[src/inc/rcp_pkg.sv]
// Purpose: Shared types and constants for the calibration / power-up configuration block
// Assumes: One clock (mclk), all event inputs come from logic on that clock
// Notes:   Config struct mirrors register bits 5:0; bits 7:6 are never stored
package rcp_pkg;

  // ----------------------------------------------------------------
  // Register map
  // ----------------------------------------------------------------
  localparam int            RCP_ADDR_W    = 6;
  localparam int            RCP_DATA_W    = 8;
  localparam int            RCP_CFG_W     = 6;
  localparam int            RCP_RSVD_W    = RCP_DATA_W - RCP_CFG_W;
  localparam logic [5:0]    RCP_CFG_ADDR  = 6'h18;
  localparam logic [5:0]    RCP_CFG_RESET = 6'h04;
  localparam logic [1:0]    RCP_RSVD_VAL  = 2'h0;
  localparam logic [7:0]    RCP_RD_NONE   = 8'h00;

  // ----------------------------------------------------------------
  // Calibration modes and power-on timeout
  // ----------------------------------------------------------------
  typedef enum logic [1:0] {
    RCP_AC_NEVER  = 2'h0,
    RCP_AC_ENTRY  = 2'h1,
    RCP_AC_RETURN = 2'h2,
    RCP_AC_FOURTH = 2'h3
  } rcp_autocal_t;

  localparam logic [1:0]    RCP_RET_LAST  = 2'h3;
  localparam logic [1:0]    RCP_RET_STEP  = 2'h1;
  localparam int            RCP_RIPPLE_W  = 6;
  localparam int            RCP_EXP_W     = 9;
  localparam logic [8:0]    RCP_EXP_CNT0  = 9'h001;
  localparam logic [8:0]    RCP_EXP_CNT1  = 9'h010;
  localparam logic [8:0]    RCP_EXP_CNT2  = 9'h040;
  localparam logic [8:0]    RCP_EXP_CNT3  = 9'h100;

  typedef struct packed {
    rcp_autocal_t auto_calibration_select;
    logic [1:0]   power_on_timeout_select;
    logic         spare;
    logic         crystal_keep_on;
  } rcp_cfg_t;

  typedef struct packed {
    logic                  wr;
    logic                  rd;
    logic [RCP_ADDR_W-1:0] addr;
    logic [RCP_DATA_W-1:0] wdata;
  } rcp_reg_req_t;

  typedef struct packed {
    logic idle_to_active;
    logic auto_return_idle;
    logic calibrate_strobe;
  } rcp_sm_evt_t;

  typedef enum logic [1:0] {
    RCP_T_OFF   = 2'b00,
    RCP_T_COUNT = 2'b01,
    RCP_T_READY = 2'b11
  } rcp_tmr_st_t;

  typedef struct packed {
    rcp_cfg_t              cfg;
    logic [RCP_DATA_W-1:0] rdata;
    logic [1:0]            ret_cnt;
    logic                  cal;
    logic                  crystal_oscillator_run;
  } rcp_top_st_t;

  // Timeout code to number of ripple-counter expirations
  function automatic logic [8:0] rcp_expire_count(input logic [1:0] code);
    unique case (code)
      2'h0: rcp_expire_count = RCP_EXP_CNT0;
      2'h1: rcp_expire_count = RCP_EXP_CNT1;
      2'h2: rcp_expire_count = RCP_EXP_CNT2;
      2'h3: rcp_expire_count = RCP_EXP_CNT3;
    endcase
  endfunction

endpackage

[src/design/rcp_po_timer.sv]
// Purpose: Power-on timeout after crystal start, counting ripple-counter expirations
// Assumes: start is a one-cycle pulse when the oscillator turns on; en low means it is off
// Notes:   One flop drives both ready outputs so they can never drift apart
`timescale 1ns/1ns
module rcp_po_timer
  import rcp_pkg::*;
#(
  parameter int RIPPLE_W = RCP_RIPPLE_W
) (
  input  wire logic       mclk,
  input  wire logic       arst_n,
  input  wire logic       en,
  input  wire logic       start,
  input  wire logic [1:0] timeout_sel,
  output logic            chip_ready_low,
  output logic            crystal_stable
);
  import rcp_pkg::*;

  typedef struct packed {
    rcp_tmr_st_t          st;
    logic [RIPPLE_W-1:0]  ripple;
    logic [RCP_EXP_W-1:0] expires;
    logic [RCP_EXP_W-1:0] target;
    logic                 ready;
  } rcp_tmr_q_t;

  localparam logic [RIPPLE_W-1:0] RIPPLE_MAX = {RIPPLE_W{1'b1}};
  localparam logic [RIPPLE_W-1:0] RIPPLE_ONE = {{(RIPPLE_W-1){1'b0}}, 1'b1};
  localparam logic [8:0]          EXP_ONE    = 9'h001;

  rcp_tmr_q_t s_q;
  rcp_tmr_q_t s_d;

  always_comb begin
    s_d = s_q;
    if (!en) begin
      s_d.st    = RCP_T_OFF;
      s_d.ready = 1'b0;
    end else if (start) begin
      s_d.st      = RCP_T_COUNT;
      s_d.ripple  = '0;
      s_d.expires = '0;
      s_d.target  = rcp_expire_count(timeout_sel);
      s_d.ready   = 1'b0;
    end else begin
      unique case (s_q.st)
        RCP_T_COUNT: begin
          s_d.ripple = s_q.ripple + RIPPLE_ONE;
          if (s_q.ripple == RIPPLE_MAX) begin
            s_d.expires = s_q.expires + EXP_ONE;
            if (s_q.expires == s_q.target - EXP_ONE) begin
              s_d.st    = RCP_T_READY;
              s_d.ready = 1'b1;
            end
          end
        end
        RCP_T_READY: s_d.ready = 1'b1;
        RCP_T_OFF:   s_d.ready = 1'b0;
        default:     s_d.st    = RCP_T_OFF;
      endcase
    end
  end

  always_ff @(posedge mclk or negedge arst_n) begin
    if (!arst_n) begin
      s_q <= '0;
    end else begin
      s_q <= s_d;
    end
  end

  // Both indications from the same flop: no skew
  assign chip_ready_low = ~s_q.ready;
  assign crystal_stable = s_q.ready;

  // ----------------------------------------------------------------
  // Checks
  // ----------------------------------------------------------------
  logic [31:0] cnt_q;
  always_ff @(posedge mclk or negedge arst_n) begin
    if (!arst_n) begin
      cnt_q <= '0;
    end else if (start) begin
      cnt_q <= '0;
    end else if (s_q.st == RCP_T_COUNT) begin
      cnt_q <= cnt_q + 32'd1;
    end
  end

  a_timeout_length: assert property (@(posedge mclk) disable iff (!arst_n)
    $rose(s_q.ready) |-> cnt_q == 32'(s_q.target) * (32'd1 << RIPPLE_W))
    else $error("ready after wrong number of expirations");

  a_ready_together: assert property (@(posedge mclk) disable iff (!arst_n)
    $fell(chip_ready_low) |-> $rose(crystal_stable) ##1 (crystal_stable != chip_ready_low))
    else $error("chip ready and crystal stable not together");

endmodule

[src/design/rcp_config.sv]
// Purpose: Calibration and power-up configuration register with its control effects
// Assumes: Event inputs are single-cycle pulses from the main state machine on mclk
// Notes:   Register read data is captured on the read strobe and held until the next read
`timescale 1ns/1ns

// How it works
// - With auto-calibration select zero, calibration starts only on the manual strobe.
// - With select one, each move from idle into receive, transmit or synth-ready calibrates.
// - With select two, each automatic return from receive or transmit to idle calibrates.
// - With select three, only every fourth automatic return to idle calibrates.
// - After the crystal starts, chip ready waits 1, 16, 64 or 256 ripple-counter expirations.
// - Crystal stable rises in the same cycle that chip ready goes low.
// - With crystal keep-on set, the crystal oscillator keeps running in sleep.
module rcp_config
  import rcp_pkg::*;
#(
  parameter int RIPPLE_W = RCP_RIPPLE_W
) (
  input  wire logic                  mclk,
  input  wire logic                  arst_n,
  input  wire rcp_pkg::rcp_reg_req_t reg_req,
  output logic [7:0]                 reg_rdata,
  input  wire rcp_pkg::rcp_sm_evt_t  sm_evt,
  input  wire logic                  sleep_state,
  output logic                       calibrate_start,
  output logic                       crystal_osc_run,
  output logic                       chip_ready_low,
  output logic                       crystal_stable
);
  import rcp_pkg::*;

  rcp_top_st_t s_q;
  rcp_top_st_t s_d;
  logic        cfg_hit;
  logic        osc_start;
  logic        fourth_ret;

  // ----------------------------------------------------------------
  // Next state
  // ----------------------------------------------------------------
  always_comb begin
    s_d        = s_q;
    cfg_hit    = (reg_req.addr == RCP_CFG_ADDR);
    fourth_ret = 1'b0;

    // Bits 7:6 are never stored, so writes to them vanish
    if (reg_req.wr && cfg_hit) begin
      s_d.cfg = rcp_cfg_t'(reg_req.wdata[RCP_CFG_W-1:0]);
    end
    // Read data is a snapshot; a later write does not refresh it
    if (reg_req.rd) begin
      s_d.rdata = cfg_hit ? {RCP_RSVD_VAL, s_q.cfg} : RCP_RD_NONE;
    end

    // Manual strobe always calibrates, whatever the mode
    s_d.cal = sm_evt.calibrate_strobe;
    unique case (s_q.cfg.auto_calibration_select)
      RCP_AC_NEVER: ;
      RCP_AC_ENTRY: begin
        if (sm_evt.idle_to_active) s_d.cal = 1'b1;
      end
      RCP_AC_RETURN: begin
        if (sm_evt.auto_return_idle) s_d.cal = 1'b1;
      end
      // Count survives mode changes, so a later switch to mode three
      // resumes where it stopped rather than at zero
      RCP_AC_FOURTH: begin
        if (sm_evt.auto_return_idle) begin
          s_d.ret_cnt = s_q.ret_cnt + RCP_RET_STEP;
          fourth_ret  = (s_q.ret_cnt == RCP_RET_LAST);
          if (fourth_ret) s_d.cal = 1'b1;
        end
      end
    endcase

    // Oscillator runs whenever not asleep, or in sleep if kept on
    s_d.crystal_oscillator_run = ~sleep_state | s_q.cfg.crystal_keep_on;
  end

  always_ff @(posedge mclk or negedge arst_n) begin
    if (!arst_n) begin
      s_q          <= '0;
      s_q.cfg      <= rcp_cfg_t'(RCP_CFG_RESET);
    end else begin
      s_q          <= s_d;
    end
  end

  assign osc_start       = s_d.crystal_oscillator_run & ~s_q.crystal_oscillator_run;
  assign reg_rdata       = s_q.rdata;
  assign calibrate_start = s_q.cal;
  assign crystal_osc_run = s_q.crystal_oscillator_run;

  // ----------------------------------------------------------------
  // Power-on timeout
  // ----------------------------------------------------------------
  // Restarted on every oscillator start, so a short wake re-times fully
  rcp_po_timer #(
    .RIPPLE_W       (RIPPLE_W)
  ) u_po_timer (
    .mclk           (mclk),
    .arst_n         (arst_n),
    .en             (s_d.crystal_oscillator_run),
    .start          (osc_start),
    .timeout_sel    (s_q.cfg.power_on_timeout_select),
    .chip_ready_low (chip_ready_low),
    .crystal_stable (crystal_stable)
  );

  // ----------------------------------------------------------------
  // Checks
  // ----------------------------------------------------------------
  a_never_auto_cal: assert property (@(posedge mclk) disable iff (!arst_n)
    (s_q.cfg.auto_calibration_select == RCP_AC_NEVER && !sm_evt.calibrate_strobe)
      |=> !calibrate_start)
    else $error("calibration without manual strobe in manual mode");

  a_entry_cal: assert property (@(posedge mclk) disable iff (!arst_n)
    (s_q.cfg.auto_calibration_select == RCP_AC_ENTRY && sm_evt.idle_to_active)
      |=> calibrate_start)
    else $error("no calibration on leaving idle");

  a_return_cal: assert property (@(posedge mclk) disable iff (!arst_n)
    (s_q.cfg.auto_calibration_select == RCP_AC_RETURN && sm_evt.auto_return_idle)
      |=> calibrate_start)
    else $error("no calibration on return to idle");

  a_fourth_return: assert property (@(posedge mclk) disable iff (!arst_n)
    (s_q.cfg.auto_calibration_select == RCP_AC_FOURTH && sm_evt.auto_return_idle
      && !sm_evt.calibrate_strobe)
      |=> calibrate_start == ($past(s_q.ret_cnt) == RCP_RET_LAST))
    else $error("fourth-return calibration out of step");

  a_keep_on_sleep: assert property (@(posedge mclk) disable iff (!arst_n)
    sleep_state |=> crystal_osc_run == $past(s_q.cfg.crystal_keep_on))
    else $error("oscillator state in sleep does not follow keep-on");

  a_ready_drops_off: assert property (@(posedge mclk) disable iff (!arst_n)
    !s_d.crystal_oscillator_run |=> chip_ready_low && !crystal_stable)
    else $error("ready shown while oscillator is off");

  a_ready_same_cycle: assert property (@(posedge mclk) disable iff (!arst_n)
    crystal_stable == !chip_ready_low)
    else $error("crystal stable and chip ready differ");

  a_reg_readback: assert property (@(posedge mclk) disable iff (!arst_n)
    (reg_req.wr && cfg_hit) ##1 (reg_req.rd && cfg_hit && !reg_req.wr)
      |=> reg_rdata == {RCP_RSVD_VAL, $past(reg_req.wdata[RCP_CFG_W-1:0], 2)})
    else $error("config read back differs from write or reserved bits set");

  // ----------------------------------------------------------------
  // Mode exclusions, register side and oscillator
  // ----------------------------------------------------------------
  a_strobe_cal: assert property (@(posedge mclk) disable iff (!arst_n)
    sm_evt.calibrate_strobe |=> calibrate_start)
    else $error("manual strobe did not calibrate");

  a_no_event_quiet: assert property (@(posedge mclk) disable iff (!arst_n)
    (sm_evt == '0)
      |=> !calibrate_start)
    else $error("calibration without any event");

  a_entry_only: assert property (@(posedge mclk) disable iff (!arst_n)
    (s_q.cfg.auto_calibration_select == RCP_AC_ENTRY && !sm_evt.idle_to_active
      && !sm_evt.calibrate_strobe) |=> !calibrate_start)
    else $error("calibration in entry mode without an entry");

  a_return_only: assert property (@(posedge mclk) disable iff (!arst_n)
    (s_q.cfg.auto_calibration_select == RCP_AC_RETURN && !sm_evt.auto_return_idle
      && !sm_evt.calibrate_strobe) |=> !calibrate_start)
    else $error("calibration in return mode without a return");

  a_fourth_only: assert property (@(posedge mclk) disable iff (!arst_n)
    (s_q.cfg.auto_calibration_select == RCP_AC_FOURTH && !sm_evt.auto_return_idle
      && !sm_evt.calibrate_strobe) |=> !calibrate_start)
    else $error("calibration in fourth-return mode without a return");

  a_count_steps: assert property (@(posedge mclk) disable iff (!arst_n)
    (s_q.cfg.auto_calibration_select == RCP_AC_FOURTH && sm_evt.auto_return_idle)
      |=> s_q.ret_cnt == $past(s_q.ret_cnt) + RCP_RET_STEP)
    else $error("return count did not advance");

  a_count_holds: assert property (@(posedge mclk) disable iff (!arst_n)
    !(s_q.cfg.auto_calibration_select == RCP_AC_FOURTH && sm_evt.auto_return_idle)
      |=> $stable(s_q.ret_cnt))
    else $error("return count moved without a counted return");

  a_write_lands: assert property (@(posedge mclk) disable iff (!arst_n)
    (reg_req.wr && cfg_hit)
      |=> s_q.cfg == $past(reg_req.wdata[RCP_CFG_W-1:0]))
    else $error("config write did not land");

  a_unmapped_read: assert property (@(posedge mclk) disable iff (!arst_n)
    (reg_req.rd && !cfg_hit) |=> reg_rdata == RCP_RD_NONE)
    else $error("unmapped read returned data");

  a_unmapped_write: assert property (@(posedge mclk) disable iff (!arst_n)
    (reg_req.wr && !cfg_hit) |=> $stable(s_q.cfg))
    else $error("unmapped write changed the config");

  a_rdata_holds: assert property (@(posedge mclk) disable iff (!arst_n)
    !reg_req.rd |=> $stable(reg_rdata))
    else $error("read data changed without a read");

  a_rsvd_zero: assert property (@(posedge mclk) disable iff (!arst_n)
    reg_rdata[RCP_DATA_W-1:RCP_CFG_W] == RCP_RSVD_VAL)
    else $error("reserved bits read nonzero");

  a_awake_osc_on: assert property (@(posedge mclk) disable iff (!arst_n)
    !sleep_state |=> crystal_osc_run)
    else $error("oscillator off while awake");

  a_keep_ready: assert property (@(posedge mclk) disable iff (!arst_n)
    (sleep_state && s_q.cfg.crystal_keep_on && crystal_stable)
      |=> crystal_stable)
    else $error("ready lost in sleep with keep-on");

  a_ready_needs_osc: assert property (@(posedge mclk) disable iff (!arst_n)
    !crystal_osc_run |-> chip_ready_low)
    else $error("chip ready shown with oscillator off");

  a_start_not_ready: assert property (@(posedge mclk) disable iff (!arst_n)
    osc_start
      |=> chip_ready_low)
    else $error("chip ready shown at oscillator start");

endmodule

[config.mk]
export PLATFORM = sky130hd
export DESIGN_NAME = rcp_config
export DESIGN_NICKNAME = d
export VERILOG_FILES = /design/src/inc/rcp_pkg.sv /design/src/design/rcp_po_timer.sv /design/src/design/rcp_config.sv
export SDC_FILE = /design/constraint.sdc
export NUM_CORES = 1
export LEC_CHECK = 0
export BUFFER_PORTS_ARGS = -buffer_cell sky130_fd_sc_hd__buf_2
export CAP_MARGIN = 20
export CORE_MARGIN = 8
export CORE_UTILIZATION = 55
export CTS_CLUSTER_DIAMETER = 40
export CTS_CLUSTER_SIZE = 28
export DETAILED_ROUTE_END_ITERATION = 8
export HOLD_SLACK_MARGIN = 0.12
export PLACE_DENSITY = 0.78
export REMOVE_ABC_BUFFERS = 1
export SLEW_MARGIN = 20
export SYNTH_ARGS = -nofsm -noshare
export SYNTH_HDL_FRONTEND = slang
export SYNTH_HIERARCHICAL = 1
export SYNTH_SLANG_ARGS = --single-unit
[constraint.sdc]
create_clock -name mclk -period 4.2 [get_ports mclk]
set_input_delay 0.42 -clock mclk [delete_from_list [all_inputs] [get_ports mclk]]
set_output_delay 0.42 -clock mclk [all_outputs]
set_load 0.02 [all_outputs]
After elaboration in Yosys (flattened, before gate mapping)

Cells that the tools add are included.

$add $sub $neg: 4
$mul: 0
Divide/modulo/power cells: 0
Order comparisons: 0
Equality and inequality tests: 16
Shifts and indexed selects: 0
Muxes and demuxes: 19
Bitwise operators: 5
Reduce and logical (&&, ||, !) cells: 12

Operators with widths:

| kind                  | count |
|---|---|
| $pmux W9 S4           | 1 |
| $mux W17              | 1 |
| $mux W15              | 1 |
| $eq A2 B2 Y1 const B  | 6 |
| $add A9 B1 Y9 const B | 1 |
| $eq A9 B9 Y1          | 1 |
| $mux W9               | 1 |
| $reduce_and A3 Y1     | 3 |
| $sub A9 B1 Y9 const B | 1 |
| $mux W1               | 8 |
| $ne A4 B4 Y1 const B  | 2 |
| $add A6 B1 Y6 const B | 1 |
| $eq A2 B1 Y1 const B  | 3 |
| $eq A6 B5 Y1 const B  | 1 |
| $eq A6 B6 Y1 const B  | 1 |
| $mux W2               | 3 |
| $mux W6               | 1 |
| $pmux W1 S3           | 2 |
| $reduce_and A2 Y1     | 3 |
| $ne A5 B5 Y1 const B  | 1 |
| $logic_not A2 Y1      | 2 |
| $pmux W2 S2           | 1 |
| $reduce_bool A2 Y1    | 2 |
| $ne A3 B3 Y1 const B  | 1 |
| 6 further kinds       | 8 |

Register bits: 45
Latch bits: 0
Bits in writable memories: 0
ROM bits: 0
Bits of input ports: 22
Logic and storage cells: 69
Memories kept: 0

Logic depth before layout (Yosys ltp)

Word-level depth: 7
Mapped depth: 7

Hierarchy

The synthesis kept the hierarchy.

Modules (own cells, without submodules):

| module       | instances | cells an instance | area each (sq um) |
|---|---|---|---|
| rcp_po_timer | 1         | 138               | 1282.5 |
| rcp_config   | 1         | 72                | 790.8 |

Least setup slack after synthesis

OpenSTA, ideal clock, no wires.

Path kind: register -> register
From: reg u_po_timer/s_q[18] in the netlist's numbering
To: reg u_po_timer.s_q (netlist bit u_po_timer/crystal_stable)
Arrival: 1578 ps
Setup slack: 2535 ps
Stages on the path, launching flop included: 6
Path buffers: 0
Period minus slack after synthesis: 1665 ps
Path through: dfrtp_1 xor2_1 or3_4 a2111oi_4 nor3b_1 a211oi_2

Longest elaborated chain between the ends: 3

Ends and longest elaborated chain:

| element                            | line               | text |
|---|---|---|
| start: declaration                 | rcp_po_timer.sv:32 | `rcp_tmr_q_t s_q;` |
| start signal: assignment           | rcp_po_timer.sv:67 | `s_q <= '0;` |
| start signal: assignment           | rcp_po_timer.sv:69 | `s_q <= s_d;` |
| $eq A9 B9 Y1                       | rcp_po_timer.sv:52 | `if (s_q.expires == s_q.target - EXP_ONE) begin` |
| $ne A4 B4 Y1 (no source line)      | n/a                |  |
| $reduce_and A3 Y1 (no source line) | n/a                |  |

No other way between the ends.
A chain may end at the register's enable or synchronous reset.

==> implementation parameters <==
Parameter                              Value

Clock tree
  Clock tree root driver cell    sky130_fd_sc_hd__clkbuf_8
  Max Root-Sink Buffers    2
  Number of clock sinks    38
  Hold buffer count at CTS    0
  Total of cells resized after clock tree synthesis    0
  Reg clk slew, reported paths    ~0.080 ns
  Buffers inserted by post-CTS timing repair    0
  Number of buffers inserted during clock tree synthesis    5
  CTS tree    built
  Clock insertion delay at the later pin of the skew report    ~0.29 ns
  Maximum level of the CTS H-tree    2

Synth
  Syn Area/Cell    9.87 µm²
  Area fraction of the dominant cell type after synthesis    44.7%
  Post-synth top area cell    sky130_fd_sc_hd__dfrtp_1
  Synthesized cell area    between 0.002 and 0.0025 mm²
  Ys async rst share    between 90% and 100%
  Post-synth EDFFs    0
  Flip-flop cell with the highest count after synthesis    sky130_fd_sc_hd__dfrtp_1
  Synthesis Warnings    6
  Cells taking the most area after synthesis    sky130_fd_sc_hd__dfrtp_1 45%, sky130_fd_sc_hd__ha_1 6.0%, sky130_fd_sc_hd__nand2_1 4.5%, sky130_fd_sc_hd__mux2_2 4.3%, sky130_fd_sc_hd__o21ai_0 3.1%
  Count of cell types in the netlist    40
  Share of the yosys chip area belonging to registers    between 40% and 50%
  Total of flip-flops plus latches after synthesis    38
  Mapped Cells    210

Hold path
  Kind of path behind the tightest hold check    primary input to asynchronous set/reset pin

GRT
  Antenna violations before repair    0
  Grt ovf    0
  Total global-route track usage    around an eighth
  Number of global-route vias before repair    ~1500
  First-pass GRT wire length    6500 µm
  Largest net degree at the start of global routing    39

Final layout
  Combined flip-flop and latch cell area    about 950 µm²
  Synthesis-to-layout area growth    11.8%
  Most frequent cells in the layout    37 x sky130_fd_sc_hd__dfrtp_1, 29 x sky130_fd_sc_hd__buf_2, 25 x sky130_fd_sc_hd__nand2_1
  Inserted Diodes    0
  Footprint of the multi-input gates    978 µm²
  Share of post-route cells with drive strength above 1    between 20% and 30%
  Number of fillers in the final layout    312
  Post-layout net count    about 270
  Finished Core Util    around 64%
  Most common cell after layout, fill and taps aside    sky130_fd_sc_hd__dfrtp_1

Floorplan
  Core outline area    roughly 0.0036 mm²
  I/O pin total    34
  Effective utilization at floorplan    a little under three fifths
  Chip width    77.4 µm
  Area of the die    between 0.005 and 0.006 mm²
  Die height    between 70 and 80 µm
  Number of rows in the core area    22

STA
  Rel. slew slack    ~45%
  Max-slew violation total from the final report    0
  Worst Clk Skew    0.00459 ns
  Worst Max-Slew Pin Slew    a little over 0.8 ns
  Final Setup Violations    0
  Sum Neg Setup Slack    0 ns
  Final count of hold timing violations    0
  Post-route minimum period    1.96 ns
  Highest achievable clock rate    about 510 MHz
  Setup repair after global routing missed its margin    no
  Portion of the clock cycle consumed by the worst path in the final layout    between 40% and 50%

Worst setup path
  Setup crit end kind    register
  Slowest Stage Delay on Critical Path    0.40 ns
  Standard cell with the maximum stage delay on the critical path    sky130_fd_sc_hd__nand2b_1
  Maximum fanout count along the critical path    14
  Worst setup SP type    register
  Cell depth of the worst flop-to-flop path    7
  Cells along the critical path    nand2b_1 -> nor2b_1 -> buf_4 -> nand2_1 -> a211oi_1 -> xnor2_1 -> nor2_1
  Kind of critical path    register to register
  Cell count along the critical path    7
  Kind of cell with the highest combined delay on the critical path    simple AND/OR/NAND/NOR gates
  Worst endpoint required time    approximately 4.4 ns
  WP buf/inv    1
  Critical path data arrival time    2.13 ns

Route
  Post-DR vias/cell    5.41
  Routed vias    about 1500
  # DRC    0
  Average routed wire per standard cell    roughly 13 µm
  Number of design-rule violations left by the first detailed-router iteration    106
  DRT Pass-1 Iters    7
  WL final    3730 µm
  Remaining antenna violation count    0

Pwr
  Combinational share of power    20.9%
  Static leakage    between 1 and 1.5 nW
  Sw Pwr    roughly 0.28 mW
  Sequential share of power    ~47%
  Worst voltage drop across the vdd grid    0.273 mV
  Switching Fraction    29.6%
  Internal power    0.672 mW
  Portion of total power attributed to the clock network    between 30% and 40%
  Power density over the cells    412 mW/mm²

Placed design
  RD Place Congestion    around 0.77
  Total half-perimeter wirelength after legalization and detailed placement    between 2000 and 3000 µm
  Number of buffers inserted by port buffering    29

Flow run
  Number of maximum-capacitance violations    0

Outcome
  Result of the run    complete, no violations
synth_stat cells, types with 4 or more instances:
cell	count
sky130_fd_sc_hd__a21oi_1	8
sky130_fd_sc_hd__buf_4	8
sky130_fd_sc_hd__clkbuf_1	4
sky130_fd_sc_hd__dfrtp_1	37
sky130_fd_sc_hd__ha_1	10
sky130_fd_sc_hd__inv_1	16
sky130_fd_sc_hd__mux2_2	8
sky130_fd_sc_hd__nand2_1	25
sky130_fd_sc_hd__nand3_1	9
sky130_fd_sc_hd__nor2_1	14
sky130_fd_sc_hd__o21ai_0	13
sky130_fd_sc_hd__o22ai_1	7
sky130_fd_sc_hd__xnor2_1	7
sky130_fd_sc_hd__xor2_1	5
cells by family after synthesis:
group	share of synthesized area [%]
fa+ha+maj	6.04
xor+xnor	5.07
mux	4.35
buf+inv	7.06
flops	45.9
simple gates	18.2
other cells	0.181
compound gates	13.2
stage by stage:
stage	area, µm²	hold WS [ns]	total power, mW	std cells	setup WS [ns]
6_report	2320	0.231	0.954	284	2.24
5_1_grt	2320	0.291	1.01	284	2.04
4_1_cts	2320	0.255	0.965	284	2.22
3_5_place_dp	2200	0.481	0.653	276	2.11
3_3_place_gp	2200	0.467	0.642	276	2.13
2_1_floorplan	1990	0.124	0.591	198	2.25
sequential cells by signal, indices dropped and copies added (netlist names):
| register | flops |
|---|---|
| s_q | 8 |
| u_po_timer/crystal_stable | 1 |
| calibrate_start | 1 |
| crystal_osc_run | 1 |
| reg_rdata | 6 |
| u_po_timer/s_q | 21 |
final cells by class:
class | count | area share (%)
clock buffer | 5 | 2.97
clock inverter | 3 | 1.94
inverter | 16 | 2.59
multi-input combinational | 144 | 42.2
sequential | 38 | 41.1
tap | 48 | 2.59
timing repair buffer | 30 | 6.59
layer usage:
layer | routed length [µm] | global-route usage (%) | up-vias | share of wire, %
met5 | 0 | 0 | - | 0
met4 | 19 | 4.53 | 0 | 0.51
met3 | 189 | 4.26 | 2 | 5.1
met2 | 1780 | 21.0 | 36 | 48
met1 | 1740 | 15.8 | 726 | 47
li1 | - | - | 773 | -
power groups by stage:
stage / Sequential (mW) / Clock [mW] / Combinational, mW
2_1_floorplan: 0.448 / 0 / 0.143
3_5_place_dp: 0.452 / 0 / 0.201
5_1_grt: 0.454 / 0.333 / 0.222
3_3_place_gp: 0.451 / 0 / 0.192
6_report: 0.446 / 0.308 / 0.199
4_1_cts: 0.446 / 0.318 / 0.201
final timing paths:
path	startpoint	end	slack [ns]
max	s_q[12]	u_po_timer/s_q[18]	2.24
min	arst_n	s_q[2]	0.23
max reg2reg	s_q[12]	u_po_timer/s_q[18]	2.24
min reg2reg	u_po_timer/s_q[24]	u_po_timer/s_q[24]	0.49
max in group asynchronous	arst_n	u_po_timer/s_q[20]	3.45
min in group mclk	reg_req[0]	s_q[12]	0.36
(Power assumes the default switching activity.)
